File: config.mk
export PLATFORM = sky130hd
export DESIGN_NAME = wdt_top
export DESIGN_NICKNAME = d
export VERILOG_FILES = /design/src/wdt_pkg.sv /design/src/wdt_top.sv
export SDC_FILE = /design/constraint.sdc
export NUM_CORES = 1
export LEC_CHECK = 0
export BUFFER_PORTS_ARGS = -buffer_cell sky130_fd_sc_hd__buf_4
export CAP_MARGIN = 20
export CORE_UTILIZATION = 50
export CTS_CLUSTER_SIZE = 8
export DETAILED_ROUTE_END_ITERATION = 7
export PLACE_DENSITY = 0.77
export SKIP_LAST_GASP = 1
export SYNTH_ARGS = -nofsm -noshare
export SYNTH_HDL_FRONTEND = slang
export SYNTH_SLANG_ARGS = --single-unit
File: constraint.sdc
create_clock -name clk_sys_in -period 2.07 [get_ports clk_sys_in]
set_input_delay 0.414 -clock clk_sys_in [delete_from_list [all_inputs] [get_ports clk_sys_in]]
set_output_delay 0.414 -clock clk_sys_in [all_outputs]
set_load 0.01 [all_outputs]
File: src/wdt_pkg.sv
// Purpose: Constants, register map and state type of the watchdog.
// Assumes: Byte-wide register port, one 125 MHz clock.
// Notes: Every register and timebase constant lives here; the prescaler end PRESC_LAST is derived in wdt_top.
package wdt_pkg;

    // Register offsets
    localparam logic [7:0] ADDR_UNITS = 8'h52;
    localparam logic [7:0] ADDR_VALUE = 8'h53;
    localparam logic [7:0] ADDR_CFG = 8'h54;
    localparam logic [7:0] ADDR_CTRL = 8'h55;

    // Field positions
    localparam int UNITS_SEC_BIT = 7;
    localparam int CFG_JOY_BIT = 0;
    localparam int CFG_KBD_BIT = 1;
    localparam int CFG_MOUSE_BIT = 2;
    localparam int CFG_ROUTE_LSB = 4;
    localparam int CTRL_STATUS_BIT = 0;
    localparam int CTRL_FORCE_BIT = 2;
    localparam int CTRL_KBC_EN_BIT = 3;

    // Reset values and codes
    localparam logic [7:0] REG_RESET = 8'h00;
    localparam logic [7:0] CFG_WR_MASK = 8'hF7;
    localparam logic [3:0] ROUTE_OFF = 4'h0;
    localparam logic [3:0] ROUTE_INVALID = 4'h2;
    localparam int IRQ_LINES = 16;

    // Timebase
    localparam int CLK_PERIOD_NS = 8;
    localparam int SECOND_NS = 1_000_000_000;
    localparam int SEC_CYCLES = SECOND_NS / CLK_PERIOD_NS;
    localparam int PRESC_W = 27;
    localparam logic [5:0] SECS_PER_MIN = 6'h3C;

    // Whole state of the watchdog
    typedef struct packed {
        logic units_sec;
        logic [7:0] value;
        logic [7:0] cfg;
        logic kbc_en;
        logic status;
        logic [7:0] cnt;
        logic [PRESC_W-1:0] presc;
        logic [5:0] secs;
        logic kbd_meta;
        logic kbd_sync;
        logic kbd_prev;
        logic mouse_meta;
        logic mouse_sync;
        logic mouse_prev;
        logic kbc_meta;
        logic kbc_sync;
        logic kbc_prev;
        logic [7:0] rdata;
        logic [IRQ_LINES-1:0] irq;
    } wdt_state_s;

endpackage

File: src/wdt_top.sv
// Purpose: Watchdog timer with selectable restart sources and IRQ route.
// Assumes: Register strobes and port 201h strobe are on clk_sys_in;
//          keyboard, mouse and kbc lines are asynchronous pins.
// Notes: Read data stands only in the cycle after the read strobe.
//
// Implementation choice: the address-and-strobe port.
`timescale 1ns/1ps

module wdt_top #(
    parameter int TICK_CYCLES = wdt_pkg::SEC_CYCLES
) (
    input wire logic clk_sys_in,
    input wire logic rst_in,
    input wire logic standby_rst_in,
    input wire logic bus_rst_in,
    input wire logic [7:0] addr_in,
    input wire logic [7:0] wdata_in,
    input wire logic wr_in,
    input wire logic rd_in,
    output logic [7:0] rdata_out,
    input wire logic joy_port_access_in,
    input wire logic kbd_irq_in,
    input wire logic mouse_irq_in,
    input wire logic kbc_forcing_output_line_in,
    output logic timeout_status_out,
    output logic [15:0] irq_out
);

    // Registered state and its next value
    wdt_pkg::wdt_state_s s;
    wdt_pkg::wdt_state_s next_s;

    // Last prescaler count of one second
    localparam logic [wdt_pkg::PRESC_W-1:0] PRESC_LAST =
        wdt_pkg::PRESC_W'(TICK_CYCLES - 1);

    // Rising edge of a synchronised level
    function automatic logic rise(input logic prev, input logic cur);
        rise = cur & ~prev;
    endfunction

    // Register write decode
    function automatic logic wr_hit(input logic [7:0] a);
        wr_hit = wr_in && (addr_in == a);
    endfunction

    // Combinational helpers
    logic kbd_rise;
    logic mouse_rise;
    logic kbc_rise;
    logic restart;
    logic force_to;
    logic sec_tick;
    logic unit_tick;
    logic expire;
    logic [3:0] route;

    // Edge events taken from the second sync stage onward
    always_comb begin
        kbd_rise = rise(s.kbd_prev, s.kbd_sync);
        mouse_rise = rise(s.mouse_prev, s.mouse_sync);
        kbc_rise = rise(s.kbc_prev, s.kbc_sync);
    end

    // Restart and force requests
    always_comb begin
        restart = wr_hit(wdt_pkg::ADDR_VALUE);
        if (joy_port_access_in && s.cfg[wdt_pkg::CFG_JOY_BIT]) begin
            restart = 1'b1;
        end
        if (kbd_rise && s.cfg[wdt_pkg::CFG_KBD_BIT]) begin
            restart = 1'b1;
        end
        if (mouse_rise && s.cfg[wdt_pkg::CFG_MOUSE_BIT]) begin
            restart = 1'b1;
        end
        // Software force ORed with the kbc edge detector
        force_to = wr_hit(wdt_pkg::ADDR_CTRL)
            && wdata_in[wdt_pkg::CTRL_FORCE_BIT];
        if (s.kbc_en && kbc_rise) begin
            force_to = 1'b1;
        end
    end

    // Timebase: one second pulse, then minute or second unit
    always_comb begin
        sec_tick = (s.presc == PRESC_LAST);
        unit_tick = 1'b0;
        if (sec_tick) begin
            if (s.units_sec) begin
                unit_tick = 1'b1;
            end else if (s.secs == wdt_pkg::SECS_PER_MIN - 6'h01) begin
                unit_tick = 1'b1;
            end
        end
        // Zero value never expires by counting
        expire = unit_tick && (s.value != wdt_pkg::REG_RESET)
            && (s.cnt == 8'h01);
    end

    // Next state
    always_comb begin
        next_s = s;
        next_s.rdata = 8'h00;

        // Two-stage synchronisers and edge history
        next_s.kbd_meta = kbd_irq_in;
        next_s.kbd_sync = s.kbd_meta;
        next_s.kbd_prev = s.kbd_sync;
        next_s.mouse_meta = mouse_irq_in;
        next_s.mouse_sync = s.mouse_meta;
        next_s.mouse_prev = s.mouse_sync;
        next_s.kbc_meta = kbc_forcing_output_line_in;
        next_s.kbc_sync = s.kbc_meta;
        next_s.kbc_prev = s.kbc_sync;

        // Register writes
        if (wr_hit(wdt_pkg::ADDR_UNITS)) begin
            next_s.units_sec = wdata_in[wdt_pkg::UNITS_SEC_BIT];
        end
        if (wr_hit(wdt_pkg::ADDR_VALUE)) begin
            next_s.value = wdata_in;
        end
        if (wr_hit(wdt_pkg::ADDR_CFG)) begin
            next_s.cfg = wdata_in & wdt_pkg::CFG_WR_MASK;
        end
        if (wr_hit(wdt_pkg::ADDR_CTRL)) begin
            next_s.kbc_en = wdata_in[wdt_pkg::CTRL_KBC_EN_BIT];
            next_s.status = wdata_in[wdt_pkg::CTRL_STATUS_BIT];
        end

        // Down counter: reload, count, expire
        if (restart) begin
            // Reload uses the value being written, if any
            next_s.cnt = wr_hit(wdt_pkg::ADDR_VALUE) ?
                wdata_in : s.value;
            next_s.presc = '0;
            next_s.secs = 6'h00;
        end else if (s.value != wdt_pkg::REG_RESET
                && s.cnt != 8'h00) begin
            // Counting only while enabled and not yet expired
            next_s.presc = sec_tick ? '0 : s.presc + 1'b1;
            if (sec_tick) begin
                next_s.secs = unit_tick ? 6'h00 : s.secs + 6'h01;
            end
            if (unit_tick) begin
                next_s.cnt = s.cnt - 8'h01;
            end
        end

        // Timeout sets status; set wins over a software clear
        if (expire || force_to) begin
            next_s.status = 1'b1;
        end
        if (force_to && !restart) begin
            next_s.cnt = 8'h00;
            next_s.presc = '0;
            next_s.secs = 6'h00;
        end

        // Read data, one cycle after the strobe
        if (rd_in) begin
            unique case (addr_in)
                wdt_pkg::ADDR_UNITS: begin
                    // Reserved bits read zero
                    next_s.rdata = {s.units_sec, 7'h00};
                end
                wdt_pkg::ADDR_VALUE: begin
                    next_s.rdata = s.value;
                end
                wdt_pkg::ADDR_CFG: begin
                    next_s.rdata = s.cfg;
                end
                wdt_pkg::ADDR_CTRL: begin
                    // Force bit is write-only and reads zero
                    next_s.rdata = {4'h0, s.kbc_en, 2'b00,
                        s.status};
                end
                default: begin
                    next_s.rdata = 8'h00;
                end
            endcase
        end

        // Interrupt route: one line, never the disable or invalid code
        route = next_s.cfg[wdt_pkg::CFG_ROUTE_LSB +: 4];
        for (int i = 0; i < wdt_pkg::IRQ_LINES; i++) begin
            next_s.irq[i] = next_s.status
                && (route == 4'(i))
                && (4'(i) != wdt_pkg::ROUTE_OFF)
                && (4'(i) != wdt_pkg::ROUTE_INVALID);
        end

        // Main and standby resets clear all; bus reset keeps status
        if (rst_in || standby_rst_in) begin
            next_s = '0;
        end else if (bus_rst_in) begin
            next_s = '0;
            next_s.status = s.status;
        end
    end

    // State register
    always_ff @(posedge clk_sys_in) begin
        s <= next_s;
    end

    // Outputs straight from flip-flops
    assign rdata_out = s.rdata;
    assign timeout_status_out = s.status;
    assign irq_out = s.irq;

endmodule // wdt_top

==> results.py, run 1 <==
metrics = {
    "run_status": {
        "status": "finished, violations left",
        "violations": "setup timing",
    },
    "place": {
        "dpl.hpwl_um": 7420,
        "dpl-instance-area_um2": 5010,
        "routabilityCongestion": 0.839,
        "portBuffers": 48,
        "pre_cts_ws_ns": -0.0437,
    },
    "cts": {
        "h-tree-depth": 3,
        "cts_tree": "built",
        "clkTransAtPathRegs_ns": 0.08,
        "root_buffer": "clkbuf_8",
        "clkLatencyLatePin_ns": 0.37,
        "numClockSinks": 90,
        "clock_path_buffers": 2,
        "cts_buffers": 9,
        "hold_buffers": 0,
    },
    "global_routing": {
        "grt_max_degree": 28,
        "grt_pass1_vias": 3597,
        "antenna_found_initial": 0,
        "grt_first_pass_wirelength_um": 16600,
        "grt_usage": 0.231,
        "grt-ovfl-total": 0,
    },
    "finish": {
        "n_fill_cell": 664,
        "area_delta_synth_final_pct": 23.6,
        "nNetsFinal": 595,
        "layout-drive-gt1-share": 0.308,
        "design_area_um2": 5400,
        "fin_util": 0.648,
        "n_antenna_cell": 0,
    },
    "pwr": {
        "irDropWorstVdd_mv": 0.364,
        "leakage_nw": 2.05,
        "power.density_nw_per_um2": 553,
    },
    "floorplanning": {
        "die_area_um2": 9120,
        "core_um2": 8340,
        "die_x_um": 95.5,
        "die_y_um": 95.5,
        "start_util": 0.524,
        "io-pin-count": 51,
        "rows": 33,
    },
    "critical_path": {
        "crit_path_max_fanout": 6,
        "rrSetupSlack_ns": -0.01,
        "cp-end-kind": "register",
        "arrival_ns": 2.34,
        "start_kind": "register",
        "crit_type": "register to register",
        "critPathRequiredTime_ns": 2.33,
    },
    "logic_synthesis": {
        "netlist_area_um2": 4370,
        "syn_avg_cell_area_um2": 8.83,
        "synth_most_common_cell": "dfxtp_1",
        "yosysSeqAreaShare": 0.412,
        "synthArstFlopShare": 0,
        "yosys_register_bits": 90,
        "yosysUniqueCellTypes": 57,
        "synth_ff_type": "dfxtp_1",
        "syn_inst": 495,
        "ys_top_cells_by_count": "dfxtp_1 (90), nand2_1 (33), nor2_1 (32)",
        "synthDominantAreaCellType": "dfxtp_1",
        "yosysWarnings": 0,
        "synth_edf_count": 0,
        "ys_top_cells_by_area": "dfxtp_1 (41%), buf_4 (4.1%), a21oi_1 (3.4%)",
        "synth_top_cell_area_share": 0.412,
    },
    "timing": {
        "setup_viol": 1,
        "relSlewSlack": 0.652,
        "finalHoldViolCount": 0,
        "slew_viol_final": 0,
        "skew_ns": 0.0167,
        "min_period_ns": 2.08,
        "final.period_utilization": 1.00,
        "rsz0062_at_grt": "yes",
        "fin_ws_ns": -0.0100,
        "max_freq_mhz": 481,
        "worst_pin_slew_ns": 0.517,
    },
    "worst_hold_path": {
        "hold_path.class": "input pin to register",
    },
    "drt": {
        "drt_first_pass_iters": 6,
        "post_drt_wl_per_cell_um": 16.2,
        "finalWirelength_um": 10900,
        "ant_nets": 0,
        "vias_per_cell": 6.05,
        "dr_total_vias": 4080,
        "drc": 0,
        "drtIter0Drc": 233,
    },
    "flow_run": {
        "maxCapViolations": 0,
    },
}
-- sequential cells by signal, indices dropped and copies added (netlist names) --
name                cells
s                      67
irq_out                14
rdata_out               8
timeout_status_out      1
-- area by class of cell --
cell class,instances,area (µm²),share of cell area
Multi-Input combinational cell,355,2440,0.452
Sequential cell,90,1820,0.336
Timing Repair Buffer,100,792,0.147
Clock buffer,10,138,0.0255
Tap cell,105,131,0.0243
Clock inverter,6,51.3,0.00949
Inverter,8,30.0,0.00556
-- worst max-delay path, stage by stage, from the launching register on --
cell and delay (ns):
dfxtp_2 0.34, or4_4 0.54, a211oi_2 0.16, nand4b_1 0.25, o211a_4 0.38, nor4_1 0.31
-- path summary, 6_finish.rpt --
kind,start,to,cells past startpoint
worst min-delay path,rst_in,timeout_status_out$_SDFFE_PP0N_,2
worst max-delay path,s[68]$_SDFFE_PP0P_,irq_out[11]$_SDFF_PP0_,5
worst max register to register,s[68]$_SDFFE_PP0P_,irq_out[11]$_SDFF_PP0_,5
worst min register to register,s[32]$_SDFF_PP0_,s[31]$_SDFF_PP0_,1
-- routing by layer --
metal,vias to the layer above,GRT usage,routed length (µm)
met5,-,0,0
li1,1970,-,-
met2,147,0.393,5320
met3,21,0.0550,671
met1,1942,0.286,4670
met4,0,0.0734,235
-- cell families (layout without fill, tap and decap cells) --
| family | Yosys count | in the layout | synth area share |
|---|---|---|---|
| and+or+nand+nor | 229 | 230 | 0.302 |
| DFF | 90 | 90 | 0.412 |
| AOI/OAI and AO/OA | 89 | 90 | 0.136 |
| buffers and inverters | 53 | 124 | 0.0704 |
| muxes | 19 | 19 | 0.0464 |
| xor gates and xnor gates | 9 | 9 | 0.0180 |
| adders and majority gates | 5 | 5 | 0.0143 |
| other | 1 | 2 | 0.000858 |
-- timing repair --
action                                  in CTS  in global routing
cloned                                       0                  2
gates resized for setup                      2                 36
hold endpoints to repair                     0                  0
endpoints found under the setup margin       5                 50
pin swaps                                    0                 14
buffers inserted                             0                  3
-- layout by cell type (no fill, tap or decap), types with 6 or more instances in the layout --
cell / n
a21oi_1: 30
nand3_1: 21
or3_1: 15
nand4_1: 12
mux2_2: 10
dfxtp_1: 78
and3_1: 9
nand2_1: 32
a22oi_1: 6
inv_1: 7
and2_1: 23
or4_1: 16
buf_4: 96
nor4_2: 9
nor4_1: 10
nor2_1: 32
o21ai_0: 17
clkbuf_8: 10
dfxtp_2: 12
mux2i_1: 9
nor2b_1: 7
o31ai_1: 10
-- power breakdown --
group	switching [mW]	total [mW]	internal (mW)	leakage, nW
sequential	0.00187	1.73	1.73	0.731
clock	0.658	1.14	0.481	0.0931
combinational	0.0609	0.116	0.0553	1.22
total	0.721	2.99	2.27	2.05
-- metrics by stage --
stage          total power, mW  hold WS, ns  TNS (ns)  std cells
2_1_floorplan             1.82        0.406         0        496
3_5_place_dp              1.88        0.414   -0.0686        653
5_1_grt                   3.10        0.221    -0.752        674
3_3_place_gp              1.88        0.407         0        653
4_1_cts                   3.00        0.221  -0.00944        669
6_report                  2.99        0.244   -0.0100        674
No activity file was read; power rests on OpenSTA's default activity.
==> run 2, diff against run 1 <==
--- a/config.mk
+++ b/config.mk
@@ -7,10 +7,12 @@
 export LEC_CHECK = 0
 export BUFFER_PORTS_ARGS = -buffer_cell sky130_fd_sc_hd__buf_4
 export CAP_MARGIN = 20
+export CORE_ASPECT_RATIO = 0.7
 export CORE_UTILIZATION = 50
 export CTS_CLUSTER_SIZE = 8
 export DETAILED_ROUTE_END_ITERATION = 7
 export PLACE_DENSITY = 0.77
+export SKIP_CTS_REPAIR_TIMING = 1
 export SKIP_LAST_GASP = 1
 export SYNTH_ARGS = -nofsm -noshare
 export SYNTH_HDL_FRONTEND = slang
==> run 2 against run 1 <==
The run still ends with setup timing left. Critical path depth up 1. Maximum frequency down 2.2%. Hold slack better by 0.0072 ns. Critical endpoint is now s[68]$_SDFFE_PP0P_. Highest routed layer unchanged.
==> results.py, run 2 (synthesis gave the netlist of run 1 again) <==
metrics = {
    "run_status": {
        "status": "finished, violations left",
        "violations": "setup timing",
    },
    "timing": {
        "relSlewSlack": 0.599,
        "worst_pin_slew_ns": 0.597,
        "skew_ns": 0.00991,
        "final.period_utilization": 1.03,
        "slew_viol_final": 0,
        "setup_viol": 10,
        "min_period_ns": 2.13,
        "finalHoldViolCount": 0,
        "max_freq_mhz": 470,
        "fin_ws_ns": -0.0571,
        "rsz0062_at_grt": "yes",
    },
    "critical_path": {
        "slowest_stage": "or4_1",
        "critPathRequiredTime_ns": 2.34,
        "cp.depth": 6,
        "endpoint": "s[68]$_SDFFE_PP0P_",
        "arrival_ns": 2.40,
        "crit_family": "simple AND/OR/NAND/NOR gates",
        "cp-end-kind": "register",
        "crit_path_max_fanout": 4,
        "crit_buf_inv": 1,
        "cpPeakStageDelay_ns": 0.46,
        "rrSetupSlack_ns": -0.06,
        "crit_chain": "nand3_1 -> nor4_2 -> nand4b_1 -> buf_4 -> or4_1 -> a31oi_1",
        "crit_type": "register to register",
        "timing.rr.end": "s[68]$_SDFFE_PP0P_",
        "r2r-start": "s[41]$_SDFFE_PP0P_",
        "startpoint": "s[41]$_SDFFE_PP0P_",
        "start_kind": "register",
        "reg2reg_depth": 6,
    },
    "cts": {
        "clkLatencyLatePin_ns": 0.35,
        "h-tree-depth": 3,
        "cts_tree": "built",
        "root_buffer": "clkbuf_16",
        "cts_buffers": 9,
        "numClockSinks": 90,
        "clock_path_buffers": 2,
        "clkTransAtPathRegs_ns": 0.07,
    },
    "floorplanning": {
        "die_y_um": 80.2,
        "die_area_um2": 9130,
        "start_util": 0.516,
        "core_um2": 8480,
        "rows": 28,
        "io-pin-count": 51,
        "die_x_um": 114,
    },
    "drt": {
        "post_drt_wl_per_cell_um": 18.3,
        "drtIter0Drc": 534,
        "drt_first_pass_iters": 5,
        "drc": 0,
        "dr_total_vias": 4363,
        "vias_per_cell": 6.16,
        "finalWirelength_um": 13000,
        "ant_nets": 0,
    },
    "flow_run": {
        "maxCapViolations": 0,
    },
    "place": {
        "pre_cts_ws_ns": -0.0738,
        "routabilityCongestion": 0.944,
        "dpl.hpwl_um": 8370,
        "dpl-instance-area_um2": 5070,
        "portBuffers": 48,
    },
    "global_routing": {
        "antenna_found_initial": 0,
        "grt-ovfl-total": 0,
        "grt_max_degree": 28,
        "grt_pass1_vias": 3621,
        "grt_first_pass_wirelength_um": 17700,
        "grt_usage": 0.252,
    },
    "finish": {
        "final_common_cell": "buf_4",
        "n_antenna_cell": 0,
        "n_fill_cell": 619,
        "area_delta_synth_final_pct": 32.9,
        "layout-drive-gt1-share": 0.345,
        "top_register": "s",
        "layout_common_cells": "buf_4 (113), dfxtp_1 (78), nand2_1 (33), nor2_1 (32), a21oi_1 (27)",
        "fin_util": 0.685,
        "design_area_um2": 5810,
        "nNetsFinal": 614,
        "largest_reg_flops": 67,
    },
    "pwr": {
        "total_power_mw": 3.57,
        "power.density_nw_per_um2": 615,
        "irDropWorstVdd_mv": 0.570,
        "leakage_nw": 2.24,
    },
    "worst_hold_path": {
        "hold_path.class": "input pin to register",
    },
}
-- run 2: changes by cell type in the layout (fill, tap and decap cells not counted), sizes merged --
cell,before,now
clkbuf,10,9
buf,100,119
clkinv,4,3
bufinv,0,1
inv,9,10
-- run 2: final cells by class --
class / count / area [µm²] / area share
Timing Repair Buffer: 119 / 927 / 0.160
Sequential cell: 90 / 1820 / 0.313
Inverter: 8 / 30.0 / 0.00517
Tap cell: 120 / 150 / 0.0259
Clock buffer: 9 / 225 / 0.0388
Clock inverter: 7 / 86.3 / 0.0149
Multi-Input combinational cell: 355 / 2570 / 0.442
-- run 2: worst min path at each step --
stage                     start                               to  depth (start not counted)
2_1_floorplan  s[26]$_SDFF_PP0_                 s[25]$_SDFF_PP0_                          1
3_3_place_gp   s[32]$_SDFF_PP0_                 s[31]$_SDFF_PP0_                          1
3_5_place_dp   s[29]$_SDFF_PP0_                 s[28]$_SDFF_PP0_                          1
4_1_cts                  rst_in  timeout_status_out$_SDFFE_PP0N_                          2
5_1_grt                  rst_in  timeout_status_out$_SDFFE_PP0N_                          2
6_report                 rst_in  timeout_status_out$_SDFFE_PP0N_                          2
-- run 2: per-layer routing --
metal	global-route usage	routed length, µm
met5	0	0
met4	0.0829	267
met3	0.0634	1260
met2	0.354	5700
met1	0.369	5750
-- run 2: where the power goes --
group | switching, mW | leakage (nW) | internal (mW)
Sequential | 0.00156 | 0.731 | 1.73
Combinational | 0.0703 | 1.35 | 0.0600
Clock | 0.751 | 0.150 | 0.959
Total | 0.823 | 2.24 | 2.75
-- run 2: worst register-to-register path, cell delays in order (launching register included) --
cell and delay (ns):
dfxtp_1 0.37, nand3_1 0.22, nor4_2 0.38, nand4b_1 0.25
buf_4 0.22, or4_1 0.46, a31oi_1 0.15
-- run 2: through the flow --
| step | hold WS (ns) | TNS (ns) | std cells |
|---|---|---|---|
| global route | 0.242 | -1.70 | 708 |
| finish | 0.251 | -0.363 | 708 |
| global placement | 0.409 | -0.0117 | 676 |
| floorplan | 0.406 | 0 | 496 |
| CTS | 0.237 | -0.672 | 692 |
| detailed placement | 0.411 | -0.607 | 676 |
==> run 3, diff against run 2 <==
--- a/config.mk
+++ b/config.mk
@@ -12,6 +12,7 @@
 export CTS_CLUSTER_SIZE = 8
 export DETAILED_ROUTE_END_ITERATION = 7
 export PLACE_DENSITY = 0.77
+export REMOVE_ABC_BUFFERS = 1
 export SKIP_CTS_REPAIR_TIMING = 1
 export SKIP_LAST_GASP = 1
 export SYNTH_ARGS = -nofsm -noshare
==> run 3 against run 2 <==
The flow still finishes with violations (setup timing). Final cell count is 0.28% lower. Die area did not move. First-iteration DRC count increased by 7.1%. Global-route usage increased by 1.0 points. Clock power rose by 4%. Setup slack got worse by 0.021 ns. Clock skew about the same. Sequential power hardly changed. Sequential share of layout area barely moved.
==> results.py, run 3 (synthesis gave the netlist of run 1 again) <==
metrics = {
    "pwr": {
        "leakage_nw": 2.28,
        "power.density_nw_per_um2": 622,
        "irDropWorstVdd_mv": 0.357,
    },
    "floorplanning": {
        "die_y_um": 80.2,
        "core_um2": 8480,
        "die_area_um2": 9130,
        "io-pin-count": 51,
        "rows": 28,
        "start_util": 0.516,
        "die_x_um": 114,
    },
    "critical_path": {
        "crit_path_max_fanout": 6,
        "crit_family": "simple AND/OR/NAND/NOR gates",
        "cp-end-kind": "register",
        "cpPeakStageDelay_ns": 0.48,
        "arrival_ns": 2.38,
        "rrSetupSlack_ns": -0.08,
        "crit_buf_inv": 1,
        "slowest_stage": "or4_1",
        "critPathRequiredTime_ns": 2.30,
        "crit_chain": "nand4_1 -> nor4_4 -> nand4b_1 -> buf_4 -> or4_1 -> a31oi_1",
        "start_kind": "register",
        "crit_type": "register to register",
    },
    "place": {
        "dp.cells": 682,
        "dpl.hpwl_um": 8360,
        "portBuffers": 48,
        "routabilityCongestion": 0.888,
        "dpl-instance-area_um2": 5120,
    },
    "timing": {
        "finalHoldViolCount": 0,
        "worst_pin_slew_ns": 0.647,
        "setup_viol": 19,
        "rsz0062_at_grt": "yes",
        "slew_viol_final": 0,
        "relSlewSlack": 0.556,
        "whs_ns": 0.260,
        "fin_ws_ns": -0.0777,
        "skew_ns": 0.0102,
        "min_period_ns": 2.15,
        "max_freq_mhz": 466,
        "final.period_utilization": 1.04,
    },
    "cts": {
        "cts_buffers": 9,
        "clkTransAtPathRegs_ns": 0.07,
        "cts_tree": "built",
        "clkLatencyLatePin_ns": 0.34,
        "numClockSinks": 90,
        "h-tree-depth": 3,
        "clock_path_buffers": 2,
        "root_buffer": "clkbuf_16",
    },
    "global_routing": {
        "grt_first_pass_wirelength_um": 18300,
        "grt_usage": 0.262,
        "grt-ovfl-total": 0,
        "grt_max_degree": 28,
        "grt_pass1_vias": 3598,
        "antenna_found_initial": 0,
    },
    "finish": {
        "layout-drive-gt1-share": 0.333,
        "ff_latch_area_um2": 1830,
        "area_delta_synth_final_pct": 33.4,
        "multi_input_area_um2": 2560,
        "top_register": "s",
        "nNetsFinal": 613,
        "design_area_um2": 5830,
        "final_common_cell": "buf_4",
        "largest_reg_flops": 67,
        "n_fill_cell": 584,
        "layout_common_cells": "buf_4 (113), dfxtp_1 (75), nand2_1 (33), nor2_1 (32), a21oi_1 (30)",
        "fin_cells": 706,
        "n_antenna_cell": 0,
    },
    "drt": {
        "post_drt_wl_per_cell_um": 19.2,
        "finalWirelength_um": 13600,
        "dr_total_vias": 4429,
        "drc": 0,
        "drt_first_pass_iters": 6,
        "vias_per_cell": 6.27,
        "drtIter0Drc": 572,
        "ant_nets": 0,
    },
    "worst_hold_path": {
        "hold_path.class": "input pin to register",
    },
    "run_status": {
        "status": "finished, violations left",
        "violations": "setup timing",
    },
    "flow_run": {
        "maxCapViolations": 0,
    },
}
[run 3: cell count changes in the layout (fill, tap and decap cells not counted), sizes merged]
cell	delta
buf	-1
clkinv	-2
or4	-1
clkdlybuf4s15	+1
inv	-1
clkbuf	+2
bufinv	+1
clkinvlp	-1
[run 3: per-stage QoR]
stage	power, mW	utilization	setup WS [ns]	TNS [ns]
2_1_floorplan	1.81	-	-0.764	-24.39
3_3_place_gp	1.89	0.604	-0.0236	-0.0275
3_5_place_dp	1.89	0.604	-0.0683	-0.338
4_1_cts	3.61	0.642	-0.131	-0.793
5_1_grt	3.72	0.688	-0.240	-3.26
6_report	3.63	0.688	-0.0777	-0.635
[run 3: path summary, 6_finish.rpt]
kind | from | end | depth (start not counted)
hold reg to reg | s[26]$_SDFF_PP0_ | s[25]$_SDFF_PP0_ | 1
hold / removal | rst_in | timeout_status_out$_SDFFE_PP0N_ | 2
setup reg to reg | s[64]$_SDFFE_PP0P_ | s[68]$_SDFFE_PP0P_ | 6
setup / recovery | s[64]$_SDFFE_PP0P_ | s[68]$_SDFFE_PP0P_ | 6
[run 3: power breakdown]
group	internal (mW)	switching, mW
Combinational	0.0608	0.0687
Sequential	1.73	0.00168
Clock	1.09	0.681
[run 3: cell type report]
class,instances,share of cell area
Inverter,8,0.00515
Timing Repair Buffer,119,0.162
Tap cell,120,0.0257
Clock inverter,4,0.0127
Multi-Input combinational cell,354,0.440
Clock buffer,11,0.0416
Sequential cell,90,0.313
[run 3: layer usage]
layer,track usage,up-vias,wire (µm),share of wire
li1,-,1990,-,-
met5,0,-,0,0
met2,0.368,286,5750,0.42
met4,0.0671,0,370,0.027
met3,0.0626,52,1530,0.11
met1,0.393,2101,5900,0.44
